$ cat config.mk
export PLATFORM = sky130hd
export DESIGN_NAME = bank_lock
export DESIGN_NICKNAME = d
export VERILOG_FILES = /design/src/bank_lock_pkg.sv /design/src/bank_lock.sv
export SDC_FILE = /design/constraint.sdc
export NUM_CORES = 1
export LEC_CHECK = 0
export BUFFER_PORTS_ARGS = -buffer_cell sky130_fd_sc_hd__buf_2
export CAP_MARGIN = 40
export CELL_PAD_IN_SITES_DETAIL_PLACEMENT = 2
export CELL_PAD_IN_SITES_GLOBAL_PLACEMENT = 2
export CORE_MARGIN = 5
export CORE_UTILIZATION = 45
export CTS_BUF_LIST = sky130_fd_sc_hd__clkbuf_4
export CTS_CLUSTER_DIAMETER = 150
export CTS_CLUSTER_SIZE = 40
export DETAILED_ROUTE_END_ITERATION = 7
export PLACE_DENSITY = 0.94
export SLEW_MARGIN = 20
export SYNTH_ARGS = -nofsm -noshare
export SYNTH_HDL_FRONTEND = slang
export SYNTH_SLANG_ARGS = --single-unit
$ cat constraint.sdc
create_clock -name clk -period 8.1 [get_ports clk]
set_clock_uncertainty 0.2 [all_clocks]
set_input_delay 1.215 -clock clk [delete_from_list [all_inputs] [get_ports clk]]
set_output_delay 1.215 -clock clk [all_outputs]
set_load 0.02 [all_outputs]
$ cat src/bank_lock_pkg.sv
package bank_lock_pkg;

    localparam int NUM_BANKS_DEF  = 16;
    localparam int NUM_BLOCKS_DEF = 64;
    localparam int BANK_BITS      = 4;
    localparam int BLOCK_BITS     = 6;
    localparam logic [BANK_BITS-1:0] PARAM_BANK_DEF = 4'hF;
    localparam logic [BLOCK_BITS-1:0] PARAM_BLK_FIRST_DEF = 6'h3C;

    localparam logic PROTECT_RESET = 1'b1;
    localparam logic [BANK_BITS-1:0] BANK_RESET = 4'h0;
    localparam logic [BLOCK_BITS-1:0] BLOCK_RESET = 6'h00;

    // Operation-done pulses needed to finish one op
    localparam int DONE_COUNT = 1;

    typedef enum logic [3:0] {
        CMD_READ_ARRAY,
        CMD_READ_STATUS,
        CMD_READ_QUERY,
        CMD_READ_SIGNATURE,
        CMD_PROGRAM,
        CMD_ERASE,
        CMD_SUSPEND,
        CMD_RESUME,
        CMD_PROTECT,
        CMD_UNPROTECT,
        CMD_PROG_SETUP,
        CMD_ERASE_SETUP,
        CMD_OTP_PROGRAM
    } cmd_e;

    typedef enum logic [1:0] {
        SPACE_ARRAY,
        SPACE_QUERY,
        SPACE_OTP,
        SPACE_SIGNATURE
    } space_e;

    typedef struct packed {
        cmd_e                  cmd;
        space_e                space;
        logic [BANK_BITS-1:0]  bank;
        logic [BLOCK_BITS-1:0] block;
        logic [15:0]           word;
    } cmd_s;

    typedef struct packed {
        logic accepted;
        logic refused;
        logic protect_error;
        logic read_valid;
        logic protect_status_line;
    } resp_s;

endpackage

$ cat src/bank_lock.sv
// What this block does
// [RULE_01] Only one bank may be programming or erasing at any time.
// [RULE_02] Reads to other banks are served while one bank is busy.
// [RULE_03] Suspend of an ongoing program or erase is accepted; code refuses it for a program started in erase suspend.
// [RULE_04] In erase suspend, program to another block is accepted.
// [RULE_05] Reads to other banks allowed between setup and confirm cycles.
// [RULE_06] Parameter bank never runs concurrently with query, OTP, signature.
// [RULE_07] Other-bank command set follows the busy bank's state.
// [RULE_08] Busy bank accepts read array, status, query, signature, suspend.
// [RULE_09] Suspended bank reads barred from suspended block or word.
// [RULE_10] Same bank: program only in erase suspend; never erase when busy.
// [RULE_11] Parameter block busy: bars query, OTP, signature, param-bank reads.
// [RULE_12] OTP programming bars all reads; main programming bars same bank.
// [RULE_13] Per-block protect bit plus supply lockout forbid program, erase.
// [RULE_14] Protect changes take effect on the very next cycle.
// [RULE_15] Signature-mode read returns the block protect bit on data line.
// [RULE_16] Reset sets every block protected.
// [RULE_17] Program or erase to protected block is refused with an error.
// [RULE_18] Unprotected blocks accept program and erase; reset re-protects.
// [RULE_19] Protect and unprotect accepted during erase suspend.
// [RULE_20] Host suspends, polls, changes protection, then resumes erase.
// [RULE_21] Erase suspended on a now-protected block still completes.
// [RULE_22] No protect or unprotect while a program is suspended.
// [RULE_23] Refused commands change no bank state and no protect bit.
`timescale 1ns/100ps
module bank_lock #(
    parameter int NUM_BLOCKS = bank_lock_pkg::NUM_BLOCKS_DEF,
    parameter logic [bank_lock_pkg::BANK_BITS-1:0] PARAM_BANK =
        bank_lock_pkg::PARAM_BANK_DEF,
    parameter logic [bank_lock_pkg::BLOCK_BITS-1:0] PARAM_BLK_FIRST =
        bank_lock_pkg::PARAM_BLK_FIRST_DEF
) (
    // Clock and reset
    input  wire logic                clk,
    input  wire logic                sys_rst,
    // Command port
    input  wire logic                cmd_valid,
    input  wire bank_lock_pkg::cmd_s cmd_in,
    // Array engine
    input  wire logic                op_done,
    input  wire logic                program_supply_lockout_level,
    // Answer
    output bank_lock_pkg::resp_s     resp,
    output logic                     prog_busy,
    output logic                     erase_busy,
    output logic                     prog_susp,
    output logic                     erase_susp
);

    localparam int BB = bank_lock_pkg::BANK_BITS;
    localparam int KB = bank_lock_pkg::BLOCK_BITS;

    ////////////////////////////////////////////////////////////////////////
    // Supply lockout pin synchroniser

    logic [2:0] lock_sync_q;
    logic       lock_q;

    always_ff @(posedge clk or posedge sys_rst)
    begin
        if (sys_rst)
        begin
            lock_sync_q <= 3'h7;
            lock_q      <= 1'b1;
        end
        else
        begin
            lock_sync_q <= {lock_sync_q[1:0], program_supply_lockout_level};
            if (lock_sync_q[2] == lock_sync_q[1])
                lock_q <= lock_sync_q[2];
        end
    end

    ////////////////////////////////////////////////////////////////////////
    // Operation state

    typedef enum logic [2:0] {
        ST_IDLE,
        ST_PROG,
        ST_ERASE,
        ST_PROG_SUSP,
        ST_ERASE_SUSP,
        ST_PROG_IN_ESUSP
    } op_e;

    op_e            st_q;
    op_e            st_d;
    logic [BB-1:0]  op_bank_q;
    logic [KB-1:0]  op_block_q;
    logic [15:0]    op_word_q;
    logic           op_otp_q;
    logic [BB-1:0]  es_bank_q;
    logic [KB-1:0]  es_block_q;
    logic [NUM_BLOCKS-1:0] prot_q;

    bank_lock_pkg::cmd_s c;
    assign c = cmd_in;

    wire same_bank  = (c.bank == op_bank_q);
    wire es_bank_eq = (c.bank == es_bank_q);
    wire tgt_pbank  = (c.bank == PARAM_BANK);
    wire op_param   = (op_block_q >= PARAM_BLK_FIRST);
    wire op_pbank   = (op_bank_q == PARAM_BANK);
    wire running    = (st_q == ST_PROG) || (st_q == ST_ERASE)
                   || (st_q == ST_PROG_IN_ESUSP);
    wire is_read    = (c.cmd == bank_lock_pkg::CMD_READ_ARRAY)
                   || (c.cmd == bank_lock_pkg::CMD_READ_STATUS)
                   || (c.cmd == bank_lock_pkg::CMD_READ_QUERY)
                   || (c.cmd == bank_lock_pkg::CMD_READ_SIGNATURE);
    wire special    = (c.space != bank_lock_pkg::SPACE_ARRAY);
    wire is_arr_rd  = (c.cmd == bank_lock_pkg::CMD_READ_ARRAY) && !special;
    wire is_write   = (c.cmd == bank_lock_pkg::CMD_PROGRAM)
                   || (c.cmd == bank_lock_pkg::CMD_ERASE)
                   || (c.cmd == bank_lock_pkg::CMD_OTP_PROGRAM);
    wire blk_prot   = prot_q[c.block];

    // Read conflicts with the running or suspended operation
    wire rd_block_otp   = running && op_otp_q;                 // RULE_12
    wire rd_block_param = running && op_param && op_pbank &&
                          (special || (tgt_pbank && is_arr_rd)); // RULE_11
    wire rd_block_mpb   = running && !op_param && op_pbank &&
                          is_arr_rd && tgt_pbank;              // RULE_12
    wire rd_block_6     = running && op_pbank && special;      // RULE_06
    wire rd_susp_blk    = (st_q == ST_ERASE_SUSP ||
                           st_q == ST_PROG_IN_ESUSP) && is_arr_rd &&
                          es_bank_eq && (c.block == es_block_q); // RULE_09
    wire rd_susp_word   = (st_q == ST_PROG_SUSP) && is_arr_rd &&
                          same_bank && (c.block == op_block_q) &&
                          (c.word == op_word_q);               // RULE_09
    wire rd_ok = !(rd_block_otp || rd_block_param || rd_block_mpb ||
                   rd_block_6 || rd_susp_blk ||
                   rd_susp_word);                              // RULE_02

    // Program/erase admission
    wire prot_hit = is_write && (c.cmd != bank_lock_pkg::CMD_OTP_PROGRAM)
                 && (blk_prot || lock_q);                      // RULE_13
    wire wr_state_ok =
        (st_q == ST_IDLE) ||                                   // RULE_01
        ((st_q == ST_ERASE_SUSP) &&
         (c.cmd == bank_lock_pkg::CMD_PROGRAM) &&
         (c.block != es_block_q));                             // RULE_04

    wire susp_ok = (st_q == ST_PROG) || (st_q == ST_ERASE);   // RULE_03
    wire res_ok  = (st_q == ST_PROG_SUSP) || (st_q == ST_ERASE_SUSP);
    wire prot_ok = (st_q != ST_PROG_SUSP) && !running;        // RULE_22

    logic ok;
    always_comb
    begin
        ok = 1'b0;
        case (c.cmd)
            bank_lock_pkg::CMD_READ_ARRAY,
            bank_lock_pkg::CMD_READ_STATUS,
            bank_lock_pkg::CMD_READ_QUERY,
            bank_lock_pkg::CMD_READ_SIGNATURE:
                ok = rd_ok;                                    // RULE_05
            bank_lock_pkg::CMD_PROG_SETUP,
            bank_lock_pkg::CMD_ERASE_SETUP:
                ok = (st_q == ST_IDLE) || (st_q == ST_ERASE_SUSP);
            bank_lock_pkg::CMD_PROGRAM,
            bank_lock_pkg::CMD_ERASE,
            bank_lock_pkg::CMD_OTP_PROGRAM:
                ok = wr_state_ok && !prot_hit;                 // RULE_10
            bank_lock_pkg::CMD_SUSPEND:
                ok = susp_ok;                                  // RULE_07
            bank_lock_pkg::CMD_RESUME:
                ok = res_ok;                                   // RULE_07
            bank_lock_pkg::CMD_PROTECT,
            bank_lock_pkg::CMD_UNPROTECT:
                ok = prot_ok;                                  // RULE_19
            default:
                ok = 1'b0;
        endcase
    end

    wire take = cmd_valid && ok;
    wire perr = cmd_valid && prot_hit && wr_state_ok;          // RULE_17

    always_comb
    begin
        st_d = st_q;
        if (take)
        begin
            case (c.cmd)
                bank_lock_pkg::CMD_PROGRAM,
                bank_lock_pkg::CMD_OTP_PROGRAM:
                    st_d = (st_q == ST_ERASE_SUSP) ? ST_PROG_IN_ESUSP
                                                   : ST_PROG;
                bank_lock_pkg::CMD_ERASE:
                    st_d = ST_ERASE;
                bank_lock_pkg::CMD_SUSPEND:
                    st_d = (st_q == ST_PROG) ? ST_PROG_SUSP
                                             : ST_ERASE_SUSP;
                bank_lock_pkg::CMD_RESUME:
                    st_d = (st_q == ST_PROG_SUSP) ? ST_PROG
                                                  : ST_ERASE; // RULE_21
                default:
                    st_d = st_q;
            endcase
        end
        else if (op_done)
        begin
            case (st_q)
                ST_PROG, ST_ERASE: st_d = ST_IDLE;
                ST_PROG_IN_ESUSP:  st_d = ST_ERASE_SUSP;
                default:           st_d = st_q;
            endcase
        end
    end

    wire load_op = take && is_write;
    wire to_es   = take && (c.cmd == bank_lock_pkg::CMD_SUSPEND) &&
                   (st_q == ST_ERASE);
    wire from_es = take && (c.cmd == bank_lock_pkg::CMD_RESUME) &&
                   (st_q == ST_ERASE_SUSP);

    always_ff @(posedge clk or posedge sys_rst)
    begin
        if (sys_rst)
        begin
            st_q       <= ST_IDLE;
            op_bank_q  <= bank_lock_pkg::BANK_RESET;
            op_block_q <= bank_lock_pkg::BLOCK_RESET;
            op_word_q  <= 16'h0000;
            op_otp_q   <= 1'b0;
            es_bank_q  <= bank_lock_pkg::BANK_RESET;
            es_block_q <= bank_lock_pkg::BLOCK_RESET;
        end
        else
        begin
            st_q <= st_d;                                      // RULE_23
            if (load_op)
            begin
                op_bank_q  <= c.bank;
                op_block_q <= c.block;
                op_word_q  <= c.word;
                op_otp_q   <= (c.cmd == bank_lock_pkg::CMD_OTP_PROGRAM);
            end
            if (to_es)
            begin
                es_bank_q  <= op_bank_q;
                es_block_q <= op_block_q;
            end
            if (from_es)
            begin
                op_bank_q  <= es_bank_q;
                op_block_q <= es_block_q;
                op_otp_q   <= 1'b0;
            end
        end
    end

    ////////////////////////////////////////////////////////////////////////
    // Protect bits

    genvar g;
    generate
        for (g = 0; g < NUM_BLOCKS; g++)
        begin : g_prot
            wire hit = take && (c.block == KB'(g));
            always_ff @(posedge clk or posedge sys_rst)
            begin
                if (sys_rst)
                    prot_q[g] <= bank_lock_pkg::PROTECT_RESET; // RULE_16
                else if (hit && c.cmd == bank_lock_pkg::CMD_PROTECT)
                    prot_q[g] <= 1'b1;                         // RULE_14
                else if (hit && c.cmd == bank_lock_pkg::CMD_UNPROTECT)
                    prot_q[g] <= 1'b0;                         // RULE_18
            end
        end
    endgenerate

    ////////////////////////////////////////////////////////////////////////
    // Answer registers

    wire sig_rd = take && (c.cmd == bank_lock_pkg::CMD_READ_SIGNATURE);

    always_ff @(posedge clk or posedge sys_rst)
    begin
        if (sys_rst)
        begin
            resp       <= '0;
            prog_busy  <= 1'b0;
            erase_busy <= 1'b0;
            prog_susp  <= 1'b0;
            erase_susp <= 1'b0;
        end
        else
        begin
            resp.accepted      <= take;
            resp.refused       <= cmd_valid && !ok;
            resp.protect_error <= perr;
            resp.read_valid    <= take && is_read &&           // RULE_08
                                  !(running && same_bank && is_arr_rd);
            resp.protect_status_line <= sig_rd && blk_prot;    // RULE_15
            prog_busy  <= (st_d == ST_PROG) || (st_d == ST_PROG_IN_ESUSP);
            erase_busy <= (st_d == ST_ERASE);
            prog_susp  <= (st_d == ST_PROG_SUSP);
            erase_susp <= (st_d == ST_ERASE_SUSP) ||
                          (st_d == ST_PROG_IN_ESUSP);
        end
    end

endmodule

==> results.cfg, run 1 <==
[floorplanning]
row_count = 42
fp.dieArea_um2 = 16040
die_x_um = 126.7
fp.dieH_um = 126.7
core_region_area_um2 = 13300
floorplan.initialDensity = 0.4606
pin_count = 46

[synth]
ys_seq_elements = 117
ys_top_cells_by_area = sky130_fd_sc_hd__dfstp_2 29%, sky130_fd_sc_hd__dfrtp_1 20%, sky130_fd_sc_hd__mux4_2 5.9%
post_synth_most_frequent_cells = 68 x sky130_fd_sc_hd__dfstp_2, 52 x sky130_fd_sc_hd__o21ai_0, 49 x sky130_fd_sc_hd__dfrtp_1
synth_largest_type_area_fraction = 0.2918
synth_area_um2 = 6123
synth_enable_flop_cells = 0
postSynth.topFlopCell = sky130_fd_sc_hd__dfstp_2
yosysSeqAreaShare = 0.4920
syn-mean-instance-area_um2 = 10.80
synthesis.instances = 567
yosys_warnings = 0
share_of_async_settable_or_async_resettable_flops_after_synthesis = 1.000
yosys.cell_types.count = 56
synth.largest_area_cell = sky130_fd_sc_hd__dfstp_2
synth_fp_nets = 604
synth_most_common_cell = sky130_fd_sc_hd__dfstp_2

[global_route]
globalRouteTotalUtil = 0.2572
grtUsageMet3 = 0.06768
grt_pass1_vias = 5608
use_met1 = 0.2989
grt.busiest_layer = met2
antenna_violations_before_repair = 0
grt_first_pass_wirelength_mm = 31.80
gr-usage-met2 = 0.4573
globalRouteOverflowTotal = 0
largest_net_degree_at_the_start_of_global_routing = 76

[worst_setup_path]
worstSetupPathType = input pin to flip-flop
cp_data_required_time_ps = 8420
worst_ep_arrival_ps = 5270
critPathMaxFanout = 27
critPathCaptureType = flip-flop
critPathLaunchType = input pin

[timing]
worstMarginPinSlew_ps = 841.6
tns_setup_ps = 0
maxClockFrequency_mhz = 201.7
layout_worst_path_cycle_share = 0.6120
timing_max_transition_violations_final = 0
hold_viol_final = 0
slew-limit-headroom = 0.4389
timing.final.setup_violations = 0
rsz0062_at_grt = false
finalCriticalPeriod_ps = 4957

[clock_network]
number_of_clock_buffers_inserted_by_tritoncts = 17
cts_resized = 0
cts_hold_buffers = 0
cts_tree = done
worst_setup_hold_path_clk_slew_ps = 110
clock-sinks = 117
h_tree_depth = 4
worstSkewPairLatency_ps = 590
cts_buffer_depth = 2
post_cts.repair.setup_buffers = 0
cts_root_buf = sky130_fd_sc_hd__clkbuf_4

[final_layout]
syn_to_final_growth_pct = 10.01
finalNetCount = 631
regArea_um2 = 3013
finalInstanceArea_um2 = 6736
fill_cells = 1348
combined_area_of_the_multi_input_logic_cells_um2 = 2875
antennaDiodeCount = 0
layout-drive-gt1-share = 0.3394

[power]
p_sw_frac = 0.3518
p_leak_nw = 2.597
max-vdd-ir-drop_uv = 178.5
cellInternalPower_mw = 1.077
power.switching_mw = 0.5843
power_density_nw_per_um2 = 246.5
pwr-share-seq = 0.486
share_of_power_burned_in_the_clock_network = 0.262
power.combinational.fraction = 0.253

[detailed_routing]
detailedRoute.firstPassIterationCount = 4
remaining_drc_errors = 0
routed_via_density = 6.222
via_count = 4872
ant_nets = 0
detail_route.wirelength_mm = 19.61
avgRoutedWirePerCell_um = 25.04
dr.first_iter.drc_count = 271

[placed_design]
port_buffers = 45
finalWeightedCongestion = 0.7940
detailed_place.area_um2 = 6457
dp_hpwl_mm = 13.73

[status]
status = finished, final reports clean

[flow_run]
maxCapViolations = 0

[worst_hold_path]
hold_class = flip-flop to flip-flop
==> registers in the layout (all words and copies together) (netlist names) <==
signal / count
prot_q: 64
es_bank_q: 4
erase_busy: 1
op_block_q: 6
op_bank_q: 4
erase_susp: 1
op_otp_q: 1
op_word_q: 16
prog_busy: 1
st_q: 3
prog_susp: 1
lock_q: 1
resp: 5
es_block_q: 6
lock_sync_q: 3
==> critical path, stage by stage <==
cell	delay (ps)
sky130_fd_sc_hd__buf_2	590
sky130_fd_sc_hd__mux4_2	620
sky130_fd_sc_hd__a22oi_1	330
sky130_fd_sc_hd__nand2_1	120
sky130_fd_sc_hd__a21oi_1	210
sky130_fd_sc_hd__a21oi_2	130
sky130_fd_sc_hd__o221ai_4	700
sky130_fd_sc_hd__nand3b_1	590
sky130_fd_sc_hd__buf_8	340
sky130_fd_sc_hd__nor3_1	200
sky130_fd_sc_hd__mux2i_1	230
==> logic make-up (layout without fill, tap and decap cells) <==
kind of cell,count (synthesis),count (layout),share of synthesized area
simple gates,129,129,0.1063
buf+inv,54,94,0.03943
xor+xnor,36,36,0.05149
flops,117,117,0.4920
compound gates,181,181,0.1906
fa+ha+maj,1,1,0.001635
mux,49,49,0.1185
==> per-layer routing <==
| metal | vias to the layer above | part of all wire |
|---|---|---|
| met5 | - | 0 |
| met3 | 32 | 0.032 |
| met4 | 0 | 0.024 |
| met1 | 2591 | 0.40 |
| met2 | 96 | 0.54 |
| li1 | 2153 | - |
==> through the flow <==
step	setup WS [ps]	total power, mW	utilization	hold WS [ps]	cells
detailed placement	2395	1.227	0.4857	154.2	750
global route	2918	1.751	0.5067	166.2	783
finish	3143	1.661	0.5067	170.4	783
global placement	2633	1.159	0.4802	147.1	745
CTS	2843	1.670	0.5058	175.9	782
floorplan	3697	1.079	-	145.2	567
==> placed cells by master, fill, tap and decap left out, drive strengths merged, types with 2 or more instances in the layout <==
master / instances
or3: 2
nor3b: 3
nand2: 36
a31oi: 12
mux2i: 5
or2: 2
o22ai: 11
clkbuf: 21
nand3b: 5
o21ai: 56
and3: 6
a21o: 2
nor2b: 9
a21oi: 29
nand2b: 6
nor2: 30
nand3: 6
a22oi: 8
inv: 9
buf: 53
mux4: 16
nor3: 10
dfstp: 68
nand4: 8
bufinv: 2
a211oi: 2
xor2: 6
mux2: 28
a41oi: 2
nor4: 2
dfrtp: 49
clkinv: 8
xnor2: 30
o31ai: 48
==> layout make-up <==
| type | count | share of cell area |
|---|---|---|
| Clock inverter | 11 | 0.01634 |
| Sequential cell | 117 | 0.4473 |
| Inverter | 9 | 0.005386 |
| Timing Repair Buffer | 53 | 0.04811 |
| Multi-Input combinational cell | 396 | 0.4268 |
| Clock buffer | 21 | 0.02340 |
| Tap cell | 176 | 0.03269 |
==> power groups by stage <==
stage / sequential (mW) / clock (mW) / combinational, mW
2_1_floorplan: 0.779 / 0 / 0.299
3_3_place_gp: 0.794 / 0 / 0.364
3_5_place_dp: 0.812 / 0 / 0.415
4_1_cts: 0.805 / 0.443 / 0.422
5_1_grt: 0.819 / 0.474 / 0.458
6_report: 0.807 / 0.434 / 0.420
==> final timing paths <==
check	endpoint	cells after the start	startpoint	slack, ps
setup / recovery	prot_q[26]	11	cmd_in[16]	3140
setup reg to reg	prot_q[26]	10	prot_q[51]	4140
hold / removal	lock_sync_q[1]	0	lock_sync_q[0]	170
max in group asynchronous	prot_q[61]	4	sys_rst	6080
min in group asynchronous	resp[1]	2	sys_rst	440
hold reg to reg	lock_sync_q[1]	0	lock_sync_q[0]	170
No activity file was read; power rests on OpenSTA's default activity.
==> run 2: changes to the inputs <==
--- a/config.mk
+++ b/config.mk
@@ -10,12 +10,12 @@
 export CELL_PAD_IN_SITES_DETAIL_PLACEMENT = 2
 export CELL_PAD_IN_SITES_GLOBAL_PLACEMENT = 2
 export CORE_MARGIN = 5
-export CORE_UTILIZATION = 45
+export CORE_UTILIZATION = 37
 export CTS_BUF_LIST = sky130_fd_sc_hd__clkbuf_4
 export CTS_CLUSTER_DIAMETER = 150
 export CTS_CLUSTER_SIZE = 40
 export DETAILED_ROUTE_END_ITERATION = 7
-export PLACE_DENSITY = 0.94
+export PLACE_DENSITY = 0.83
 export SLEW_MARGIN = 20
 export SYNTH_ARGS = -nofsm -noshare
 export SYNTH_HDL_FRONTEND = slang
==> constraint.sdc (replaced) <==
create_clock -name clk -period 4.2 [get_ports clk]
set_clock_uncertainty 0.2 [all_clocks]
set_input_delay 0.63 -clock clk [delete_from_list [all_inputs] [get_ports clk]]
set_output_delay 0.63 -clock clk [all_outputs]
set_load 0.02 [all_outputs]
==> run 2 against run 1 <==
Effect of this change: die area increased by 20%; first-iteration DRC count decreased by 38%; sequential cell count did not move; clock power increased by 97%; global-route usage decreased by 7.0 points; non-clock buffer count is 8 higher; register-to-register slack worse by 3200 ps; setup slack worse by 2500 ps; combinational power rose by 90%; worst hold slack worse by 130 ps.
==> results.cfg, run 2 (synthesis gave the netlist of run 1 again) <==
[global_route]
grt_pass1_vias = 5394
largest_net_degree_at_the_start_of_global_routing = 118
globalRouteTotalUtil = 0.1868
antenna_violations_before_repair = 0
globalRouteOverflowTotal = 0
grt_first_pass_wirelength_mm = 28.90

[clock_network]
cts_resized = 0
clock-sinks = 117
worstSkewPairLatency_ps = 550
cts_tree = done
number_of_clock_buffers_inserted_by_tritoncts = 17
cts_root_buf = sky130_fd_sc_hd__clkbuf_4
worst_setup_hold_path_clk_slew_ps = 120
cts_buffer_depth = 2
h_tree_depth = 4

[floorplanning]
fp.dieH_um = 138.6
fp.dieArea_um2 = 19220
core_region_area_um2 = 16410
row_count = 47
pin_count = 46
die_x_um = 138.6
floorplan.initialDensity = 0.3732

[timing]
finalCriticalPeriod_ps = 3566
layout_worst_path_cycle_share = 0.8491
rsz0062_at_grt = false
slew-limit-headroom = 0.4719
maxClockFrequency_mhz = 280.4
hold_viol_final = 0
timing.final.setup_violations = 0
worstMarginPinSlew_ps = 792.1
tns_setup_ps = 0
timing_max_transition_violations_final = 0

[detailed_routing]
routed_via_density = 5.667
detail_route.wirelength_mm = 17.56
avgRoutedWirePerCell_um = 21.03
ant_nets = 0
dr.first_iter.drc_count = 169
via_count = 4732
remaining_drc_errors = 0
detailedRoute.firstPassIterationCount = 4

[placed_design]
port_buffers = 45
placed_cells = 802
detailed_place.area_um2 = 6575
dp_hpwl_mm = 12.14
finalWeightedCongestion = 0.7693

[final_layout]
final_common_cell = sky130_fd_sc_hd__dfstp_2
finalInstanceArea_um2 = 6875
syn_to_final_growth_pct = 12.28
layout_top_registers = prot_q: 64 flops, op_word_q: 16 flops
finalNetCount = 639
largest_register_ffs = 64
most-common-layout-cells = 68 x sky130_fd_sc_hd__dfstp_2, 52 x sky130_fd_sc_hd__o21ai_0, 49 x sky130_fd_sc_hd__dfrtp_1
layout-drive-gt1-share = 0.3431
max_flop_register = prot_q
layoutNonFillerInstCount = 835
antennaDiodeCount = 0

[power]
total_power_consumption_mw = 3.191
cellInternalPower_mw = 2.124
power.combinational.fraction = 0.250
power.switching_mw = 1.067
pwr-share-seq = 0.481
max-vdd-ir-drop_uv = 246.0
power_density_nw_per_um2 = 464.1
p_leak_nw = 2.633
p_sw_frac = 0.3343
share_of_power_burned_in_the_clock_network = 0.269

[worst_setup_path]
critPathCaptureType = flip-flop
worstSetupPathType = input pin to flip-flop
cp_data_required_time_ps = 4480
critPathMaxFanout = 24
worst_ep_arrival_ps = 3850
critPathLaunchType = input pin

[flow_run]
maxCapViolations = 0

[worst_hold_path]
hold_class = input pin to async pin

[status]
status = finished, final reports clean
run 2: cell types whose count changed in the layout (fill, tap and decap cells not counted):
cell / before / now
sky130_fd_sc_hd__buf_4: 4 / 12
sky130_fd_sc_hd__dlygate4sd3_1: 0 / 1
sky130_fd_sc_hd__inv_6: 0 / 1
sky130_fd_sc_hd__clkinv_4: 1 / 2
sky130_fd_sc_hd__clkbuf_4: 21 / 17
sky130_fd_sc_hd__clkinvlp_4: 1 / 2
sky130_fd_sc_hd__buf_16: 1 / 0
sky130_fd_sc_hd__clkinv_2: 6 / 4
sky130_fd_sc_hd__buf_8: 2 / 0
sky130_fd_sc_hd__buf_6: 1 / 0
sky130_fd_sc_hd__clkinv_1: 1 / 3
sky130_fd_sc_hd__buf_12: 0 / 3
sky130_fd_sc_hd__bufinv_16: 2 / 3
run 2: per-layer routing:
layer / GRT usage / wire, um / vias up
li1: - / - / 2172
met1: 0.2211 / 7435 / 2469
met2: 0.3356 / 9269 / 67
met3: 0.04448 / 599 / 24
met4: 0.05922 / 251 / 0
met5: 0 / 0 / -
run 2: power groups by stage:
stage / clock network (mW) / registers [mW] / logic, mW
final: 0.857 / 1.54 / 0.797
after global routing: 0.948 / 1.56 / 0.876
after CTS: 0.888 / 1.53 / 0.814
after detailed placement: 0 / 1.55 / 0.798
after global placement: 0 / 1.53 / 0.743
after floorplan: 0 / 1.50 / 0.577
run 2: timing repair:
item                                   in CTS  in global routing
buffers inserted                            0                  0
hold buffers                                1                  0
endpoints found under the hold margin       1                  0
run 2: worst paths after layout:
kind,to,startpoint,cells after the start,slack [ps]
min in group clk,op_word_q[8],cmd_in[8],2,120
min,erase_susp,sys_rst,3,40
max reg2reg,erase_busy,st_q[0],10,980
max in group asynchronous,op_word_q[5],sys_rst,3,3300
max,prot_q[14],cmd_in[16],10,630
min reg2reg,lock_sync_q[1],lock_sync_q[0],0,160
run 2: cell type report:
class	instances	area, um2
Fill cell	1734	9532
Sequential cell	117	3013
Multi-Input combinational cell	396	2875
Timing Repair Buffer	61	385.4
Tap cell	220	275.3
Clock inverter	15	162.7
Clock buffer	17	127.6
Inverter	9	36.28
run 2: worst max-delay path: stages:
cell	delay (ps)
sky130_fd_sc_hd__buf_2	540
sky130_fd_sc_hd__mux4_2	590
sky130_fd_sc_hd__a22oi_1	270
sky130_fd_sc_hd__nand2_1	90
sky130_fd_sc_hd__a21oi_1	190
sky130_fd_sc_hd__a21oi_2	120
sky130_fd_sc_hd__o221ai_4	330
sky130_fd_sc_hd__or3b_1	600
sky130_fd_sc_hd__nor3_1	320
sky130_fd_sc_hd__a21o_1	130
run 2: through the flow:
step,hold slack [ps],worst slack [ps],utilization
global route,52.12,501.3,0.4191
finish,41.96,633.9,0.4191
detailed placement,150.3,84.64,0.4007
CTS,25.97,641.3,0.4191
floorplan,145.2,381.8,-
global placement,151.4,169.5,0.4007
==> run 3: changes to the inputs <==
--- a/config.mk
+++ b/config.mk
@@ -5,17 +5,18 @@
 export SDC_FILE = /design/constraint.sdc
 export NUM_CORES = 1
 export LEC_CHECK = 0
+export ABC_AREA = 1
 export BUFFER_PORTS_ARGS = -buffer_cell sky130_fd_sc_hd__buf_2
 export CAP_MARGIN = 40
 export CELL_PAD_IN_SITES_DETAIL_PLACEMENT = 2
 export CELL_PAD_IN_SITES_GLOBAL_PLACEMENT = 2
 export CORE_MARGIN = 5
-export CORE_UTILIZATION = 37
+export CORE_UTILIZATION = 32
 export CTS_BUF_LIST = sky130_fd_sc_hd__clkbuf_4
 export CTS_CLUSTER_DIAMETER = 150
 export CTS_CLUSTER_SIZE = 40
 export DETAILED_ROUTE_END_ITERATION = 7
-export PLACE_DENSITY = 0.83
+export PLACE_DENSITY = 0.85
 export SLEW_MARGIN = 20
 export SYNTH_ARGS = -nofsm -noshare
 export SYNTH_HDL_FRONTEND = slang
==> constraint.sdc (replaced) <==
create_clock -name clk -period 3.26 [get_ports clk]
set_clock_uncertainty 0.2 [all_clocks]
set_input_delay 0.489 -clock clk [delete_from_list [all_inputs] [get_ports clk]]
set_output_delay 0.489 -clock clk [all_outputs]
set_load 0.02 [all_outputs]
==> run 3 against run 2 <==
Effect of this change: final area up 20%; sequential cell count unchanged; register-to-register slack worse by 590 ps; first-iteration DRC count up 63%; synthesized area up 16%; global-route usage up 3.1 points; wire length up 56%; critical path depth up 7; highest routed layer unchanged.
==> results.cfg, run 3 <==
[status]
status = finished, final reports clean

[power]
pwr-share-seq = 0.474
power.switching_mw = 1.525
share_of_power_burned_in_the_clock_network = 0.256
p_leak_nw = 4.525
max-vdd-ir-drop_uv = 241.7
power.combinational.fraction = 0.271
p_sw_frac = 0.3959
power_density_nw_per_um2 = 467.8
cellInternalPower_mw = 2.328

[final_layout]
max_flop_register = prot_q
largest_register_ffs = 64
layout_top_registers = prot_q: 64 flops, op_word_q: 16 flops
syn_to_final_growth_pct = 15.78
layoutNonFillerInstCount = 1431
most-common-layout-cells = 364 x sky130_fd_sc_hd__nand2_1, 168 x sky130_fd_sc_hd__nor2_1, 151 x sky130_fd_sc_hd__inv_1
final_common_cell = sky130_fd_sc_hd__nand2_1
finalNetCount = 1174
layout-drive-gt1-share = 0.1643

[placed_design]
pre_cts_slack_ps = 88.75
port_buffers = 45
placed_cells = 1376
finalWeightedCongestion = 0.8555
dp_hpwl_mm = 18.46

[timing]
finalCriticalPeriod_ps = 2909
layout_worst_path_cycle_share = 0.8923
maxClockFrequency_mhz = 343.8
layout_setup_ws_ps = 351.3
hold_slack_ps = 109.1
timing.final.setup_violations = 0
rsz0062_at_grt = false
hold_viol_final = 0
timing_max_transition_violations_final = 0
slew-limit-headroom = 0.4914
worstMarginPinSlew_ps = 762.9
tns_setup_ps = 0

[global_route]
grt_first_pass_wirelength_mm = 44.75
antenna_violations_before_repair = 1
globalRouteOverflowTotal = 0
grt_pass1_vias = 8254
globalRouteTotalUtil = 0.2176
largest_net_degree_at_the_start_of_global_routing = 50

[floorplanning]
row_count = 54
fp.dieArea_um2 = 25310
die_x_um = 159.1
core_region_area_um2 = 21890
fp.dieH_um = 159.1
floorplan.initialDensity = 0.3250
pin_count = 46

[clock_network]
cts_hold_buffers = 21
worst_setup_hold_path_clk_slew_ps = 120
clock-sinks = 117
number_of_clock_buffers_inserted_by_tritoncts = 17
cts_resized = 0
h_tree_depth = 4
cts_root_buf = sky130_fd_sc_hd__clkbuf_4
worstSkewPairLatency_ps = 570
cts_buffer_depth = 2
post_cts.repair.setup_buffers = 0
cts_tree = done

[worst_setup_path]
launch_instance_of_the_worst_register_to_register_path = st_q[2]
critical_path_buf_inv_count = 6
setup.reg_to_reg.worst_slack_ps = 390
worstReg2RegEnd = prot_q[60]
crit_start = cmd_in[31]
worst_ep_arrival_ps = 3190
worstSetupPathType = input pin to flip-flop
critPathLaunchType = input pin
critPathCaptureType = flip-flop
cpMaxStageDelayCell = sky130_fd_sc_hd__dlygate4sd3_1
critical_path_depth = 17
critical_path_endpoint = prot_q[60]
cell_family_contributing_the_most_delay_on_the_critical_path = simple AND/OR/NAND/NOR gates
critical_path.max_stage_delay_ps = 530
critPathMaxFanout = 17
crit_path_frequent_cell = sky130_fd_sc_hd__nor2_1
cp_data_required_time_ps = 3550
rr_worst_depth = 17
critical_path.cell_chain = dlygate4sd3_1, buf_2, nor2_1, nand3_1, inv_1, nand3_1, nor2_1, nand2_1, nand3_1, nand2_1, inv_2, nand2_2, buf_12, buf_12, nand4_1, nor2_1, nor2_1

[detailed_routing]
via_count = 7348
detail_route.wirelength_mm = 27.37
routed_via_density = 5.135
remaining_drc_errors = 0
avgRoutedWirePerCell_um = 19.13
dr.first_iter.drc_count = 276
detailedRoute.firstPassIterationCount = 5
ant_nets = 0

[synth]
synth.largest_area_cell = sky130_fd_sc_hd__dfstp_2
synth_fp_nets = 1104
synthesis.instances = 1067
yosys.cell_types.count = 34
post_synth_most_frequent_cells = 364 x sky130_fd_sc_hd__nand2_1, 168 x sky130_fd_sc_hd__nor2_1, 152 x sky130_fd_sc_hd__inv_1
share_of_async_settable_or_async_resettable_flops_after_synthesis = 1.000
postSynth.topFlopCell = sky130_fd_sc_hd__dfstp_2
synth_area_um2 = 7114
syn-mean-instance-area_um2 = 6.668
synth_largest_type_area_fraction = 0.2511
ys_seq_elements = 117
yosysSeqAreaShare = 0.4235
synth_enable_flop_cells = 0
ys_top_cells_by_area = sky130_fd_sc_hd__dfstp_2 25%, sky130_fd_sc_hd__nand2_1 19%, sky130_fd_sc_hd__dfrtp_1 17%
yosys_warnings = 0
synth_most_common_cell = sky130_fd_sc_hd__nand2_1

[flow_run]
maxCapViolations = 0

[worst_hold_path]
hold_class = input pin to flip-flop
run 3: cell count changes after synthesis, sizes merged, moves of 28 or more:
cell,delta
inv,+148
mux2,-28
nand2,+331
nand3,+49
nand4,+51
nor2,+141
o31ai,-48
run 3: metal layers:
metal,part of all wire,track usage,vias up
met2,0.51,0.3903,156
met1,0.44,0.2694,3714
met5,0,0,-
met3,0.036,0.04012,37
met4,0.017,0.05506,0
li1,-,-,3441
run 3: cell families after synthesis:
| group | Yosys count | share of synthesized area |
|---|---|---|
| AOI/OAI and AO/OA | 57 | 0.04397 |
| xor gates and xnor gates | 21 | 0.02585 |
| adders and majority gates | 1 | 0.001407 |
| buffers and inverters | 202 | 0.1136 |
| DFF | 117 | 0.4235 |
| and+or+nand+nor | 669 | 0.3917 |
run 3: power groups by stage:
stage | clock [mW] | sequential [mW] | combinational [mW]
4_1_cts | 1.02 | 1.82 | 1.02
6_report | 0.985 | 1.82 | 1.04
3_5_place_dp | 0 | 1.84 | 0.994
2_1_floorplan | 0 | 1.82 | 0.641
5_1_grt | 1.10 | 1.85 | 1.16
3_3_place_gp | 0 | 1.83 | 0.950
run 3: stage by stage:
step	cell area [um2]	power, mW	util
final	8237	3.853	0.3763
after floorplan	7118	2.458	-
after CTS	8214	3.857	0.3752
after global placement	7767	2.776	0.3548
after global routing	8237	4.107	0.3763
after detailed placement	7767	2.829	0.3548
run 3: cell type report:
class                      instances  area [um2]
antenna                            1       2.502
clock buffer                      17       127.6
clock inverter                    15       108.9
fill                            2654       13650
inverter                         157       593.1
multi-input combinational        748        3293
sequential                       117        3013
tap                              280       350.3
timing repair buffer              96       748.2
run 3: worst min path at each step:
stage	startpoint	to	slack [ps]	cells past startpoint
floorplan	lock_sync_q[0]	lock_sync_q[1]	150	0
global placement	lock_sync_q[0]	lock_sync_q[1]	150	0
detailed placement	lock_sync_q[0]	lock_sync_q[1]	150	0
CTS	cmd_in[25]	op_bank_q[3]	70	5
global route	op_done	st_q[1]	100	4
finish	op_done	st_q[1]	110	4
run 3: tightest hold or removal path, cell delays in order:
cell and delay, ps:
sky130_fd_sc_hd__buf_2 90, sky130_fd_sc_hd__a21oi_1 60, sky130_fd_sc_hd__nand2_1 60, sky130_fd_sc_hd__nand2_1 100
